--- config.mk ---
export PLATFORM = sky130hd
export DESIGN_NAME = pom_pin6_output_mux
export DESIGN_NICKNAME = d
export VERILOG_FILES = /design/src/hdl/pom_pkg.sv /design/src/hdl/pom_apb_regs.sv /design/src/hdl/pom_pin_select.sv /design/src/hdl/pom_pin6_output_mux.sv
export SDC_FILE = /design/constraint.sdc
export NUM_CORES = 1
export LEC_CHECK = 0
export BUFFER_PORTS_ARGS = -buffer_cell sky130_fd_sc_hd__buf_2
export CAP_MARGIN = 15
export CORE_ASPECT_RATIO = 0.9
export CORE_MARGIN = 4
export CORE_UTILIZATION = 41
export CTS_CLUSTER_SIZE = 40
export DETAILED_ROUTE_END_ITERATION = 8
export PLACE_DENSITY = 0.83
export SYNTH_ARGS = -nofsm -noshare
export SYNTH_HDL_FRONTEND = slang
export SYNTH_SLANG_ARGS = --single-unit
export TNS_END_PERCENT = 5
--- constraint.sdc ---
create_clock -name pclk -period 2.6 [get_ports pclk]
set_input_delay 0.26 -clock pclk [delete_from_list [all_inputs] [get_ports pclk]]
set_output_delay 0.26 -clock pclk [all_outputs]
set_load 0.03 [all_outputs]
--- src/hdl/pom_pkg.sv ---
// Package for the pin 6 output source mux: register map, field layout and codes
package pom_pkg;

	// ****************************************
	// Register map
	// ****************************************
	localparam logic [11:0] POM_OFS_CTRL   = 12'h016;
	// Byte address of a one-word register is four times its index
	localparam logic [11:0] POM_ADDR_CTRL  = {POM_OFS_CTRL[9:0], 2'b00};
	localparam logic [11:0] POM_ADDR_STAT  = 12'h05C;
	localparam logic [11:0] POM_ADDR_RXEN  = 12'h060;
	localparam logic [7:0]  POM_CTRL_RESET = 8'h00;
	localparam logic [3:0]  POM_RXEN_RESET = 4'hF;

	// ****************************************
	// Field positions
	// ****************************************
	localparam int POM_SEL_LSB = 5;
	localparam int POM_SRC_LSB = 2;
	localparam int POM_VAL_BIT = 1;
	localparam int POM_EN_BIT  = 0;

	localparam int POM_NRX = 4;
	localparam int POM_NTX = 2;

	// ****************************************
	// Source and signal codes
	// ****************************************
	localparam logic [2:0] POM_SRC_STATUS = 3'h4;
	localparam logic [2:0] POM_SRC_RSVD   = 3'h5;
	localparam logic [2:0] POM_SRC_TX0    = 3'h6;

	localparam logic [2:0] POM_SEL_0 = 3'h0;
	localparam logic [2:0] POM_SEL_1 = 3'h1;
	localparam logic [2:0] POM_SEL_2 = 3'h2;
	localparam logic [2:0] POM_SEL_3 = 3'h3;
	localparam logic [2:0] POM_SEL_4 = 3'h4;
	localparam logic [2:0] POM_SEL_5 = 3'h5;
	localparam logic [2:0] POM_SEL_6 = 3'h6;
	localparam logic [2:0] POM_SEL_7 = 3'h7;

	typedef enum logic [1:0] {POM_CLS_RX, POM_CLS_STATUS, POM_CLS_TX, POM_CLS_NONE} pom_class_e;

	// Status of one receive port
	typedef struct packed {
		logic [3:0] remote_pin;
		logic       lock;
		logic       pass;
		logic       frame_valid;
		logic       line_valid;
	} pom_rx_s;

	// Status of one CSI-2 transmit port
	typedef struct packed {
		logic [3:0] rx_select;
		logic       frame_valid;
		logic       line_valid;
		logic       synced;
		logic       irq;
	} pom_tx_s;

	// Control register fields
	typedef struct packed {
		logic [2:0] pin6_signal_select;
		logic [2:0] pin6_source_select;
		logic       pin6_local_value;
		logic       pin6_drive_enable;
	} pom_ctrl_s;

endpackage

--- src/hdl/pom_apb_regs.sv ---
// APB slave holding the pin control and receive-enable registers
`timescale 1ns/100ps
module pom_apb_regs
	import pom_pkg::*;
(
	input  wire logic                pclk,
	input  wire logic                presetn,
	input  wire logic                psel,
	input  wire logic                penable,
	input  wire logic                pwrite,
	input  wire logic [11:0]         paddr,
	input  wire logic [31:0]         pwdata,
	input  wire logic [3:0]          pstrb,
	output logic      [31:0]         prdata,
	output logic                     pready,
	output logic                     pslverr,
	input  wire logic [7:0]          stat_in,
	output pom_pkg::pom_ctrl_s       ctrl,
	output logic [pom_pkg::POM_NRX-1:0] rx_enable
);
	import pom_pkg::*;

	logic [7:0]  ctrl_q, ctrl_d;
	logic [3:0]  rxen_q, rxen_d;
	logic [31:0] prdata_q, prdata_d;
	logic        access;
	logic        hit;

	assign access = psel && penable;
	assign hit = (paddr == POM_ADDR_CTRL) || (paddr == POM_ADDR_STAT) || (paddr == POM_ADDR_RXEN);
	assign pready = 1'b1;
	assign pslverr = access && !hit;

	always_comb begin
		ctrl_d = ctrl_q;
		rxen_d = rxen_q;
		prdata_d = prdata_q;
		if (psel && !penable && !pwrite) begin
			case (paddr)
				POM_ADDR_CTRL: prdata_d = {24'h000000, ctrl_q};
				POM_ADDR_STAT: prdata_d = {24'h000000, stat_in};
				POM_ADDR_RXEN: prdata_d = {28'h0000000, rxen_q};
				default:       prdata_d = 32'h00000000;
			endcase
		end
		if (access && pwrite && pstrb[0]) begin
			if (paddr == POM_ADDR_CTRL)
				ctrl_d = pwdata[7:0];
			if (paddr == POM_ADDR_RXEN)
				rxen_d = pwdata[3:0];
		end
	end

	always_ff @(posedge pclk or negedge presetn) begin
		if (!presetn) begin
			ctrl_q   <= POM_CTRL_RESET;
			rxen_q   <= POM_RXEN_RESET;
			prdata_q <= 32'h00000000;
		end else begin
			ctrl_q   <= ctrl_d;
			rxen_q   <= rxen_d;
			prdata_q <= prdata_d;
		end
	end

	assign prdata = prdata_q;
	assign ctrl = pom_ctrl_s'(ctrl_q);
	assign rx_enable = rxen_q;

	property p_write_lands;
		@(posedge pclk) disable iff (!presetn)
		access && pwrite && pstrb[0] && paddr == POM_ADDR_CTRL |=> ctrl_q == $past(pwdata[7:0]);
	endproperty
	a_write_lands: assert property (p_write_lands) else $error("control write not stored");
endmodule

--- src/hdl/pom_pin_select.sv ---
// Combinational selection of the pin level from source and signal codes
`timescale 1ns/100ps
module pom_pin_select
	import pom_pkg::*;
(
	input  pom_pkg::pom_ctrl_s                  ctrl,
	input  pom_pkg::pom_rx_s [pom_pkg::POM_NRX-1:0] rx,
	input  pom_pkg::pom_tx_s [pom_pkg::POM_NTX-1:0] tx,
	input  wire logic [pom_pkg::POM_NRX-1:0]    rx_enable,
	input  wire logic                           camera_sync_pulse,
	output logic                                level,
	output pom_pkg::pom_class_e                 cls
);
	import pom_pkg::*;

	// Reduce a set of bits over a mask; empty mask gives 0
	function automatic logic masked_and(input logic [3:0] v, input logic [3:0] m);
		masked_and = (m != 4'h0) && ((v | ~m) == 4'hF);
	endfunction

	function automatic logic masked_or(input logic [3:0] v, input logic [3:0] m);
		masked_or = |(v & m);
	endfunction

	logic [3:0] lock_v, pass_v;
	pom_rx_s    r;
	pom_tx_s    t;

	always_comb begin
		for (int i = 0; i < POM_NRX; i++) begin
			lock_v[i] = rx[i].lock;
			pass_v[i] = rx[i].pass;
		end
	end

	always_comb begin
		r = rx[ctrl.pin6_source_select[1:0]];
		t = tx[ctrl.pin6_source_select[0]];
		level = 1'b0;
		cls = POM_CLS_NONE;
		if (!ctrl.pin6_source_select[2]) begin
			cls = POM_CLS_RX;
			case (ctrl.pin6_signal_select)
				POM_SEL_0: level = r.remote_pin[0];
				POM_SEL_1: level = r.remote_pin[1];
				POM_SEL_2: level = r.remote_pin[2];
				POM_SEL_3: level = r.remote_pin[3];
				POM_SEL_4: level = r.lock;
				POM_SEL_5: level = r.pass;
				POM_SEL_6: level = r.frame_valid;
				POM_SEL_7: level = r.line_valid;
				default:   level = 1'b0;
			endcase
		end else if (ctrl.pin6_source_select == POM_SRC_STATUS) begin
			cls = POM_CLS_STATUS;
			case (ctrl.pin6_signal_select)
				POM_SEL_0: level = ctrl.pin6_local_value;
				POM_SEL_1: level = masked_or(lock_v, rx_enable);
				POM_SEL_2: level = masked_and(lock_v, rx_enable);
				POM_SEL_3: level = masked_and(pass_v, rx_enable);
				POM_SEL_4: level = camera_sync_pulse;
				default:   level = 1'b0;
			endcase
		end else if (ctrl.pin6_source_select != POM_SRC_RSVD) begin
			cls = POM_CLS_TX;
			case (ctrl.pin6_signal_select)
				POM_SEL_0: level = masked_and(pass_v, t.rx_select);
				POM_SEL_1: level = masked_or(pass_v, t.rx_select);
				POM_SEL_2: level = t.frame_valid;
				POM_SEL_3: level = t.line_valid;
				POM_SEL_4: level = t.synced;
				POM_SEL_5: level = t.irq;
				default:   level = 1'b0;
			endcase
		end
	end
endmodule

--- src/hdl/pom_pin6_output_mux.sv ---
// Top of the pin 6 output source mux: APB registers, selection and pin driver
// What this block does
// Control register at offset 0x16, reset to all zeros.
// Bits 4:2 pick source: rx ports 0-3, status, tx ports 0-1; 101 reserved.
// Rx source: codes 000, 010, 011 drive remote pins 0, 2, 3.
// Rx source: codes 100-111 drive lock, pass, frame valid, line valid.
// Status source: code 000 drives the register's local value bit.
// Status: 001 OR of locks, 010 AND of locks, 011 AND of passes, enabled ports.
// Tx source: 000 AND, 001 OR of pass over its selected rx ports.
// Tx source: 010 frame valid, 011 line valid of that tx port.
// Tx source: 100 synchronized flag, 101 tx interrupt, 110-111 reserved.
// Bit 1 is the local level; bit 0 enables the pin driver.
// Rx source: code 001 drives remote pin 1.
// Status: code 100 drives camera sync pulse; 101-111 reserved.
`timescale 1ns/100ps
module pom_pin6_output_mux
	import pom_pkg::*;
(
	input  wire logic                          pclk,
	input  wire logic                          presetn,
	input  wire logic                          psel,
	input  wire logic                          penable,
	input  wire logic                          pwrite,
	input  wire logic [11:0]                   paddr,
	input  wire logic [31:0]                   pwdata,
	input  wire logic [3:0]                    pstrb,
	output logic      [31:0]                   prdata,
	output logic                               pready,
	output logic                               pslverr,
	input  pom_pkg::pom_rx_s [pom_pkg::POM_NRX-1:0] rx_status,
	input  pom_pkg::pom_tx_s [pom_pkg::POM_NTX-1:0] tx_status,
	input  wire logic                          camera_sync_pulse,
	input  wire logic                          pin6_in,
	output logic                               pin6_out,
	output logic                               pin6_oe
);
	import pom_pkg::*;

	// ****************************************
	// Registers
	// ****************************************
	pom_ctrl_s  ctrl;
	logic [3:0] rx_enable;
	logic [7:0] stat;
	logic       level;
	pom_class_e cls;
	logic       out_q, out_d;
	logic       oe_q, oe_d;

	assign stat = {4'h0, pin6_in, out_q, oe_q, (cls == POM_CLS_NONE)};

	pom_apb_regs u_regs (
		.pclk      (pclk),
		.presetn   (presetn),
		.psel      (psel),
		.penable   (penable),
		.pwrite    (pwrite),
		.paddr     (paddr),
		.pwdata    (pwdata),
		.pstrb     (pstrb),
		.prdata    (prdata),
		.pready    (pready),
		.pslverr   (pslverr),
		.stat_in   (stat),
		.ctrl      (ctrl),
		.rx_enable (rx_enable)
	);

	// ****************************************
	// Source selection
	// ****************************************
	pom_pin_select u_sel (
		.ctrl              (ctrl),
		.rx                (rx_status),
		.tx                (tx_status),
		.rx_enable         (rx_enable),
		.camera_sync_pulse (camera_sync_pulse),
		.level             (level),
		.cls               (cls)
	);

	// ****************************************
	// Pin driver
	// ****************************************
	always_comb begin
		out_d = level;
		oe_d = ctrl.pin6_drive_enable;
	end

	always_ff @(posedge pclk or negedge presetn) begin
		if (!presetn) begin
			out_q <= 1'b0;
			oe_q  <= 1'b0;
		end else begin
			out_q <= out_d;
			oe_q  <= oe_d;
		end
	end

	assign pin6_out = out_q;
	assign pin6_oe = oe_q;

	// ****************************************
	// Checks
	// ****************************************
	property p_reset_idle;
		@(posedge pclk) $rose(presetn) |-> !pin6_oe && !pin6_out;
	endproperty
	a_reset_idle: assert property (p_reset_idle) else $error("pin driven after reset");

	property p_src_class;
		@(posedge pclk) disable iff (!presetn)
		(ctrl.pin6_source_select == POM_SRC_RSVD) == (cls == POM_CLS_NONE);
	endproperty
	a_src_class: assert property (p_src_class) else $error("reserved source misclassified");

	property p_rx_pin;
		@(posedge pclk) disable iff (!presetn)
		cls == POM_CLS_RX && ctrl.pin6_signal_select < POM_SEL_4
		|=> pin6_out == $past(rx_status[ctrl.pin6_source_select[1:0]].remote_pin[ctrl.pin6_signal_select[1:0]]);
	endproperty
	a_rx_pin: assert property (p_rx_pin) else $error("remote pin not routed");

	property p_rx_lock;
		@(posedge pclk) disable iff (!presetn)
		cls == POM_CLS_RX && ctrl.pin6_signal_select == POM_SEL_4
		|=> pin6_out == $past(rx_status[ctrl.pin6_source_select[1:0]].lock);
	endproperty
	a_rx_lock: assert property (p_rx_lock) else $error("lock not routed");

	property p_local;
		@(posedge pclk) disable iff (!presetn)
		cls == POM_CLS_STATUS && ctrl.pin6_signal_select == POM_SEL_0
		|=> pin6_out == $past(ctrl.pin6_local_value);
	endproperty
	a_local: assert property (p_local) else $error("local value not driven");

	property p_or_lock;
		@(posedge pclk) disable iff (!presetn)
		cls == POM_CLS_STATUS && ctrl.pin6_signal_select == POM_SEL_1 && rx_enable == 4'h0 |=> !pin6_out;
	endproperty
	a_or_lock: assert property (p_or_lock) else $error("OR of no ports not low");

	property p_tx_irq;
		@(posedge pclk) disable iff (!presetn)
		cls == POM_CLS_TX && ctrl.pin6_signal_select == POM_SEL_5
		|=> pin6_out == $past(tx_status[ctrl.pin6_source_select[0]].irq);
	endproperty
	a_tx_irq: assert property (p_tx_irq) else $error("tx interrupt not routed");

	property p_tx_frame;
		@(posedge pclk) disable iff (!presetn)
		cls == POM_CLS_TX && ctrl.pin6_signal_select == POM_SEL_2
		|=> pin6_out == $past(tx_status[ctrl.pin6_source_select[0]].frame_valid);
	endproperty
	a_tx_frame: assert property (p_tx_frame) else $error("tx frame valid not routed");

	property p_enable;
		@(posedge pclk) disable iff (!presetn)
		##1 pin6_oe == $past(ctrl.pin6_drive_enable);
	endproperty
	a_enable: assert property (p_enable) else $error("driver enable mismatch");

	property p_sync;
		@(posedge pclk) disable iff (!presetn)
		cls == POM_CLS_STATUS && ctrl.pin6_signal_select == POM_SEL_4 |=> pin6_out == $past(camera_sync_pulse);
	endproperty
	a_sync: assert property (p_sync) else $error("sync pulse not routed");

	property p_rsvd_low;
		@(posedge pclk) disable iff (!presetn)
		cls == POM_CLS_NONE |=> !pin6_out;
	endproperty
	a_rsvd_low: assert property (p_rsvd_low) else $error("reserved source not low");

	property p_status_rsvd;
		@(posedge pclk) disable iff (!presetn)
		cls == POM_CLS_STATUS && ctrl.pin6_signal_select > POM_SEL_4 |=> !pin6_out;
	endproperty
	a_status_rsvd: assert property (p_status_rsvd) else $error("reserved status select not low");

	property p_tx_rsvd;
		@(posedge pclk) disable iff (!presetn)
		cls == POM_CLS_TX && ctrl.pin6_signal_select == POM_SEL_7 |=> !pin6_out;
	endproperty
	a_tx_rsvd: assert property (p_tx_rsvd) else $error("reserved tx select not low");

	property p_tx_and_empty;
		@(posedge pclk) disable iff (!presetn)
		cls == POM_CLS_TX && ctrl.pin6_signal_select == POM_SEL_0
		&& tx_status[ctrl.pin6_source_select[0]].rx_select == 4'h0 |=> !pin6_out;
	endproperty
	a_tx_and_empty: assert property (p_tx_and_empty) else $error("AND over no ports not low");

	c_rx:  cover property (@(posedge pclk) disable iff (!presetn) cls == POM_CLS_RX && pin6_oe);
	c_st:  cover property (@(posedge pclk) disable iff (!presetn) cls == POM_CLS_STATUS && pin6_out);
	c_tx:  cover property (@(posedge pclk) disable iff (!presetn) cls == POM_CLS_TX && pin6_out);
	c_rsv: cover property (@(posedge pclk) disable iff (!presetn) cls == POM_CLS_NONE && pin6_oe);
endmodule

# Yosys cells after proc, flatten, opt, wreduce, memory -nomap -nowiden
# Cells that the tools add are included.
# classes
bitwise_logic	7
mux	14
n_reduce_logical	21
eq_ne	16
n_lt_le_gt_ge	2
# ops
operator	count
12-bit by 7-bit == test with 1-bit output (second input constant)	3
8-bit two-way mux	3
8-bit one-hot mux with 3 select lines	1
8-bit binary-select mux with 2-bit select	1
3-bit == test (second input constant)	5
4-bit == test (second input constant)	3
4-bit OR	3
1-bit logical AND	9
4-bit bitwise AND	2
4-bit NOT	2
1-bit one-hot mux with 8 select lines	1
4-bit nonzero test	2
4-bit OR reduction	2
3-bit by 2-bit == test with 1-bit output (second input constant)	2
1-bit one-hot mux with 6 select lines	1
1-bit one-hot mux with 5 select lines	1
1-bit two-way mux	4
2-bit two-way mux	2
2-bit AND reduction	2
3-bit by 1-bit == test with 1-bit output (second input constant)	1
1-bit logical NOT	3
3-bit logical NOT	1
2-bit by 3-bit < comparator with 1-bit output (second input constant)	1
3-bit != test (second input constant)	1
other kinds (3)	4
# word_totals
input_bits	103
regBits	46
output_inout_bits	36
wordCells	65

# Longest topological paths before layout
# logic_depth
depth_word	10
ltp_mapped	7
ltp_nobuf	5

# By module
# From an unflattened synthesis, not the netlist that was laid out.
# unflattened
hier_cells	196
area_unflattened_um2	1964.4
# by_module_without_submodules
mod	seq_area_each_um2	instances	area_per_inst_um2	cells_each
pom_apb_regs	505.5	1	1187.4	110
pom_pin_select	0.0	1	716.9	82
pom_pin6_output_mux	50.0	1	60.1	4

# Least setup slack after synthesis
# OpenSTA, ideal clock, no wires.
# synth_path
path_kind	input -> register
from	in paddr[9]
to	reg u_regs.ctrl_q[0] (netlist: u_regs.ctrl[0])
stages	5
path_buffers	0
t_arrival_ns	1.907
setup_time_ns	0.125
path_slack_ns	0.568
required_time_ns	2.475
cell_sequence	or4_4 > nor4_4 > inv_4 > nor2_8 > mux2_4
# synth_between
elab_chain_len	2
# synth_rtl
item	line	rtl
start, declared	pom_pin6_output_mux.sv:24	input wire logic [11:0] paddr,
12-bit by 7-bit == test with 1-bit output	pom_apb_regs.sv:47	if (paddr == POM_ADDR_CTRL)
2-bit AND reduction (no source line)	-	
end signal, assigned	pom_apb_regs.sv:60	ctrl_q <= ctrl_d;
end, declared	pom_apb_regs.sv:23	logic [7:0] ctrl_q, ctrl_d;
# No other way between the ends.
# A chain may end at the register's enable or synchronous reset.

# Worst setup path in the final report
# layout_path
from	reg u_regs.ctrl_q[2] (netlist: u_regs.ctrl[2])
to	reg out_q (netlist: pin6_out)
# layout_between
elab_chain_len	10
elab_cells_between_ends	18
classes_between	3 x eq/ne; 9 x mux; 3 x bitwise; 3 x reduce/logical
# layout_rtl
item	line	rtl
8-bit two-way mux (not written as such) (2 in series)	pom_pin_select.sv:38	t = tx[ctrl.pin6_source_select[0]];
4-bit NOT	pom_pin_select.sv:18	masked_and = (m != 4'h0) && ((v | ~m) == 4'hF);
4-bit OR	pom_pin_select.sv:18	
4-bit == test	pom_pin_select.sv:18	
1-bit logical AND	pom_pin_select.sv:18	
1-bit one-hot mux with 6 select lines	pom_pin_select.sv:66	case (ctrl.pin6_signal_select)
1-bit two-way mux	pom_pin_select.sv:64	end else if (ctrl.pin6_source_select != POM_SRC_RSVD) begin
1-bit two-way mux	pom_pin_select.sv:54	end else if (ctrl.pin6_source_select == POM_SRC_STATUS) begin
1-bit two-way mux (*)	pom_pin_select.sv:41	if (!ctrl.pin6_source_select[2]) begin
via level	pom_pin6_output_mux.sv:45	logic level;
end signal, assigned	pom_pin6_output_mux.sv:95	out_q <= out_d;
end, declared	pom_pin6_output_mux.sv:47	logic out_q, out_d;
# Mark *: on every way through the listed nets, which the timed path passes. The rest lies on a longest branch. The select of a mux whose other input is x is not followed.

==> qor.log <==
INFO  outcome        outcome=complete, no violations
INFO  worst_setup_path critical_path_cell_by_cell=buf_4 -> mux4_2 -> mux2i_1 -> o311ai_0 -> o22ai_1 -> a21oi_1
INFO  floorplan      row_count=22
INFO  worst_setup_path rr_worst_depth=6
INFO  clocking       clock_sinks=22
INFO  logic_synthesis dominant_register_cell_in_the_synthesized_netlist=dfrtp_1
INFO  logic_synthesis synth-edff-count=0
INFO  power_and_ir_drop switching_power=198uW
INFO  sta            rsz0062_at_grt=false
INFO  clocking       cts_htree_levels=1
INFO  floorplan      pin_count=139
INFO  final_layout   commonest_cells_after_routing_fill_and_taps_aside=buf_2, conb_1, dfrtp_1, nand2_1, mux4_2
INFO  logic_synthesis ys_async_sr_fraction=100%
INFO  logic_synthesis yosys.cell_types.count=45
INFO  sta            period_share=81.8%
INFO  detailed_routing drc=0
INFO  logic_synthesis synth_sequential_area_ratio=29.9%
INFO  final_layout   area_delta_synth_final=24.5%
INFO  worst_setup_path timing.critical_path.buf_inv=1
INFO  worst_setup_path cp-start-kind=flop
INFO  power_and_ir_drop peakVddDrop=0.233mV
INFO  worst_setup_path critical_path.endpoint_type=flop
INFO  detailed_routing routed_wire_length_per_instance=14.6um
INFO  place          gp_congestion=0.814
INFO  place          detailedPlacementHpwl=4030um
INFO  worst_hold_path timing.hold.worst.start=pwdata[6]
INFO  job            max-cap-violations=0
INFO  sta            final.min_clock_period=2130ps
INFO  floorplan      floorplan.core_area=4240um^2
INFO  logic_synthesis post_synth_instance_area=1860um^2
INFO  final_layout   antenna_cells_inserted=0
INFO  power_and_ir_drop p_clk_share=29.3%
INFO  power_and_ir_drop power_frac_seq=48.3%
INFO  logic_synthesis synth_fa_ha_area_share=0%
INFO  power_and_ir_drop power_frac_comb=22.4%
INFO  logic_synthesis post_synthesis_share_of_cell_area_spent_on_xor_and_xnor_gates=0%
INFO  worst_setup_path worstReg2RegStart=u_regs.ctrl[2]
INFO  detailed_routing detail_route.iter0.violations=143
INFO  clocking       clock_insertion_delay_worst_skew=260ps
INFO  sta            setup-violations-final=0
INFO  clocking       cts_tree=done
INFO  worst_setup_path path_delay_family=multiplexers
INFO  global_routing grt_pass1_wl=7470um
INFO  clocking       post_cts_resized=0
INFO  clocking       cts.reportedPaths.clkPinSlew=70ps
INFO  worst_setup_path reg2reg_setup_slack=470ps
INFO  floorplan      die_x=79.0um
INFO  logic_synthesis synthMuxAreaShare=25.9%
INFO  floorplan      die_h=71.9um
INFO  worst_hold_path whs_path_depth=2
INFO  logic_synthesis number_of_synthesized_register_bits=22
INFO  logic_synthesis synth-compound-area-share=11.2%
INFO  power_and_ir_drop power_per_cell_area=307nW/um^2
INFO  global_routing grt_start_max_net_pins=23
INFO  logic_synthesis syn-instance-count=180
INFO  detailed_routing vias_per_cell=5.20
INFO  global_routing track_usage=16.1%
INFO  logic_synthesis synth_top_family_by_area=multiplexers
INFO  final_layout   drive_above_1_share=48.7%
INFO  worst_setup_path path_max_fanout=13
INFO  floorplan      initial_utilization=43.9%
INFO  sta            setup_tns=0ps
INFO  worst_setup_path worst-path-stages=6
INFO  global_routing antenna_found_initial=0
INFO  power_and_ir_drop cell_internal_pwr=514uW
INFO  clocking       cts_buffers=3
INFO  final_layout   commonest_non_fill_non_tap_cell_in_the_layout=buf_2
INFO  logic_synthesis synthSimpleGateAreaFrac=18.7%
INFO  detailed_routing drtPass1Iterations=4
INFO  power_and_ir_drop sw_frac_of_total=27.9%
INFO  worst_setup_path critical_path.slowest_cell=dfrtp_1
INFO  detailed_routing detailroute.via_count=1690
INFO  sta            finalClockSkew=2.78ps
INFO  global_routing overflow=0
INFO  worst_setup_path crit_type=reg -> reg
INFO  final_layout   num-nets-final=369
INFO  clocking       clock-root-buffer=clkbuf_8
INFO  power_and_ir_drop total_power=712uW
INFO  global_routing first_global_vias=1658
INFO  worst_setup_path rr_endpoint=pin6_out
INFO  sta            max_freq=0.470GHz
INFO  place          place.port_buffers=86
INFO  logic_synthesis syn-mean-instance-area=10.3um^2
INFO  logic_synthesis yosys_warnings=0
INFO  sta            holdWs=229ps
INFO  detailed_routing antenna_violating_nets_post_route=0
INFO  sta            hold_viol_final=0
INFO  worst_setup_path startpoint=u_regs.ctrl[2]
INFO  detailed_routing drt_wl_total=4750um
INFO  clocking       max-clock-path-buffers=2
INFO  worst_setup_path worst-endpoint-arrival=2260ps
INFO  sta            post_route_worst_setup_slack=474ps
INFO  power_and_ir_drop static_leakage=1.12nW
INFO  sta            slew_viol_final=0
INFO  worst_hold_path hold_class=in -> reg
INFO  floorplan      fp.dieArea=5680um^2
INFO  worst_setup_path slowest_stage_delay_cp=650ps
INFO  place          dpl_worst_slack=399ps
INFO  worst_setup_path crit_required=2730ps
INFO  worst_hold_path hold-path-endpoint=u_regs.ctrl[6]
flip-flops by register name, indices dropped and copies added (netlist names):
register,cells
u_regs.ctrl,8
u_regs.prdata,8
u_regs.rx_enable,4
pin6_oe,1
pin6_out,1
what timing repair did:
item	CTS	global route
buffers inserted	0	0
hold endpoints to repair	18	0
hold buffers	1	0
cells in the mapped netlist (3+ instances only):
| cell | n | area, um^2 |
|---|---|---|
| nor4_1 | 3 | 18.8 |
| a22oi_1 | 3 | 22.5 |
| buf_4 | 25 | 188 |
| inv_1 | 9 | 33.8 |
| mux4_2 | 10 | 225 |
| dfstp_2 | 4 | 105 |
| dfrtp_1 | 18 | 450 |
| nor2_1 | 7 | 26.3 |
| a222oi_1 | 4 | 40.0 |
| o21ai_0 | 9 | 45.0 |
| nand2_1 | 16 | 60.1 |
| mux2i_1 | 8 | 80.1 |
| o211ai_1 | 3 | 22.5 |
| nand4_1 | 3 | 18.8 |
| mux2_4 | 8 | 120 |
| o22ai_1 | 4 | 25.0 |
| clkbuf_1 | 5 | 18.8 |
| mux2_2 | 5 | 56.3 |
worst max path at each step:
stage / endpoint / slack, ps
floorplan: u_regs.ctrl[0] / 570
global placement: u_regs.rx_enable[3] / 440
detailed placement: u_regs.rx_enable[0] / 400
CTS: pin6_out / 450
global route: pin6_out / 290
finish: pin6_out / 470
power by group through the flow:
stage          clock [mW]  combinational (mW)  sequential (mW)
2_1_floorplan           0               0.110            0.352
3_3_place_gp            0               0.154            0.350
3_5_place_dp            0               0.158            0.350
4_1_cts             0.216               0.160            0.344
5_1_grt             0.232               0.174            0.344
6_report            0.209               0.160            0.344
through the flow:
stage                     cells  util, %  area [um^2]
after floorplan             203        -         1950
after global placement      320     53.4         2260
after detailed placement    320     53.4         2260
after CTS                   325     54.7         2320
after global routing        325     54.7         2320
final                       325     54.7         2320
layer usage:
| metal | track usage [%] | vias up | wire length (um) |
|---|---|---|---|
| li1 | - | 802 | - |
| met1 | 20.6 | 806 | 1860 |
| met2 | 28.3 | 82 | 2480 |
| met3 | 4.34 | 0 | 416 |
| met4 | 1.34 | 0 | 0 |
| met5 | 0 | - | 0 |
cells by family after synthesis:
group	Yosys count
simple gates	52
buf+inv	43
mux	31
compound gates	30
flops	22
other cells	2
area by class of cell:
cell class / instances / area [um^2]
timing repair buffer: 91 / 470
clock buffer: 4 / 45.0
inverter: 10 / 40.0
fill: 397 / 1920
sequential: 22 / 556
multi-input combinational: 138 / 1130
tap: 60 / 75.1
Power figures use the tool's default switching activity.
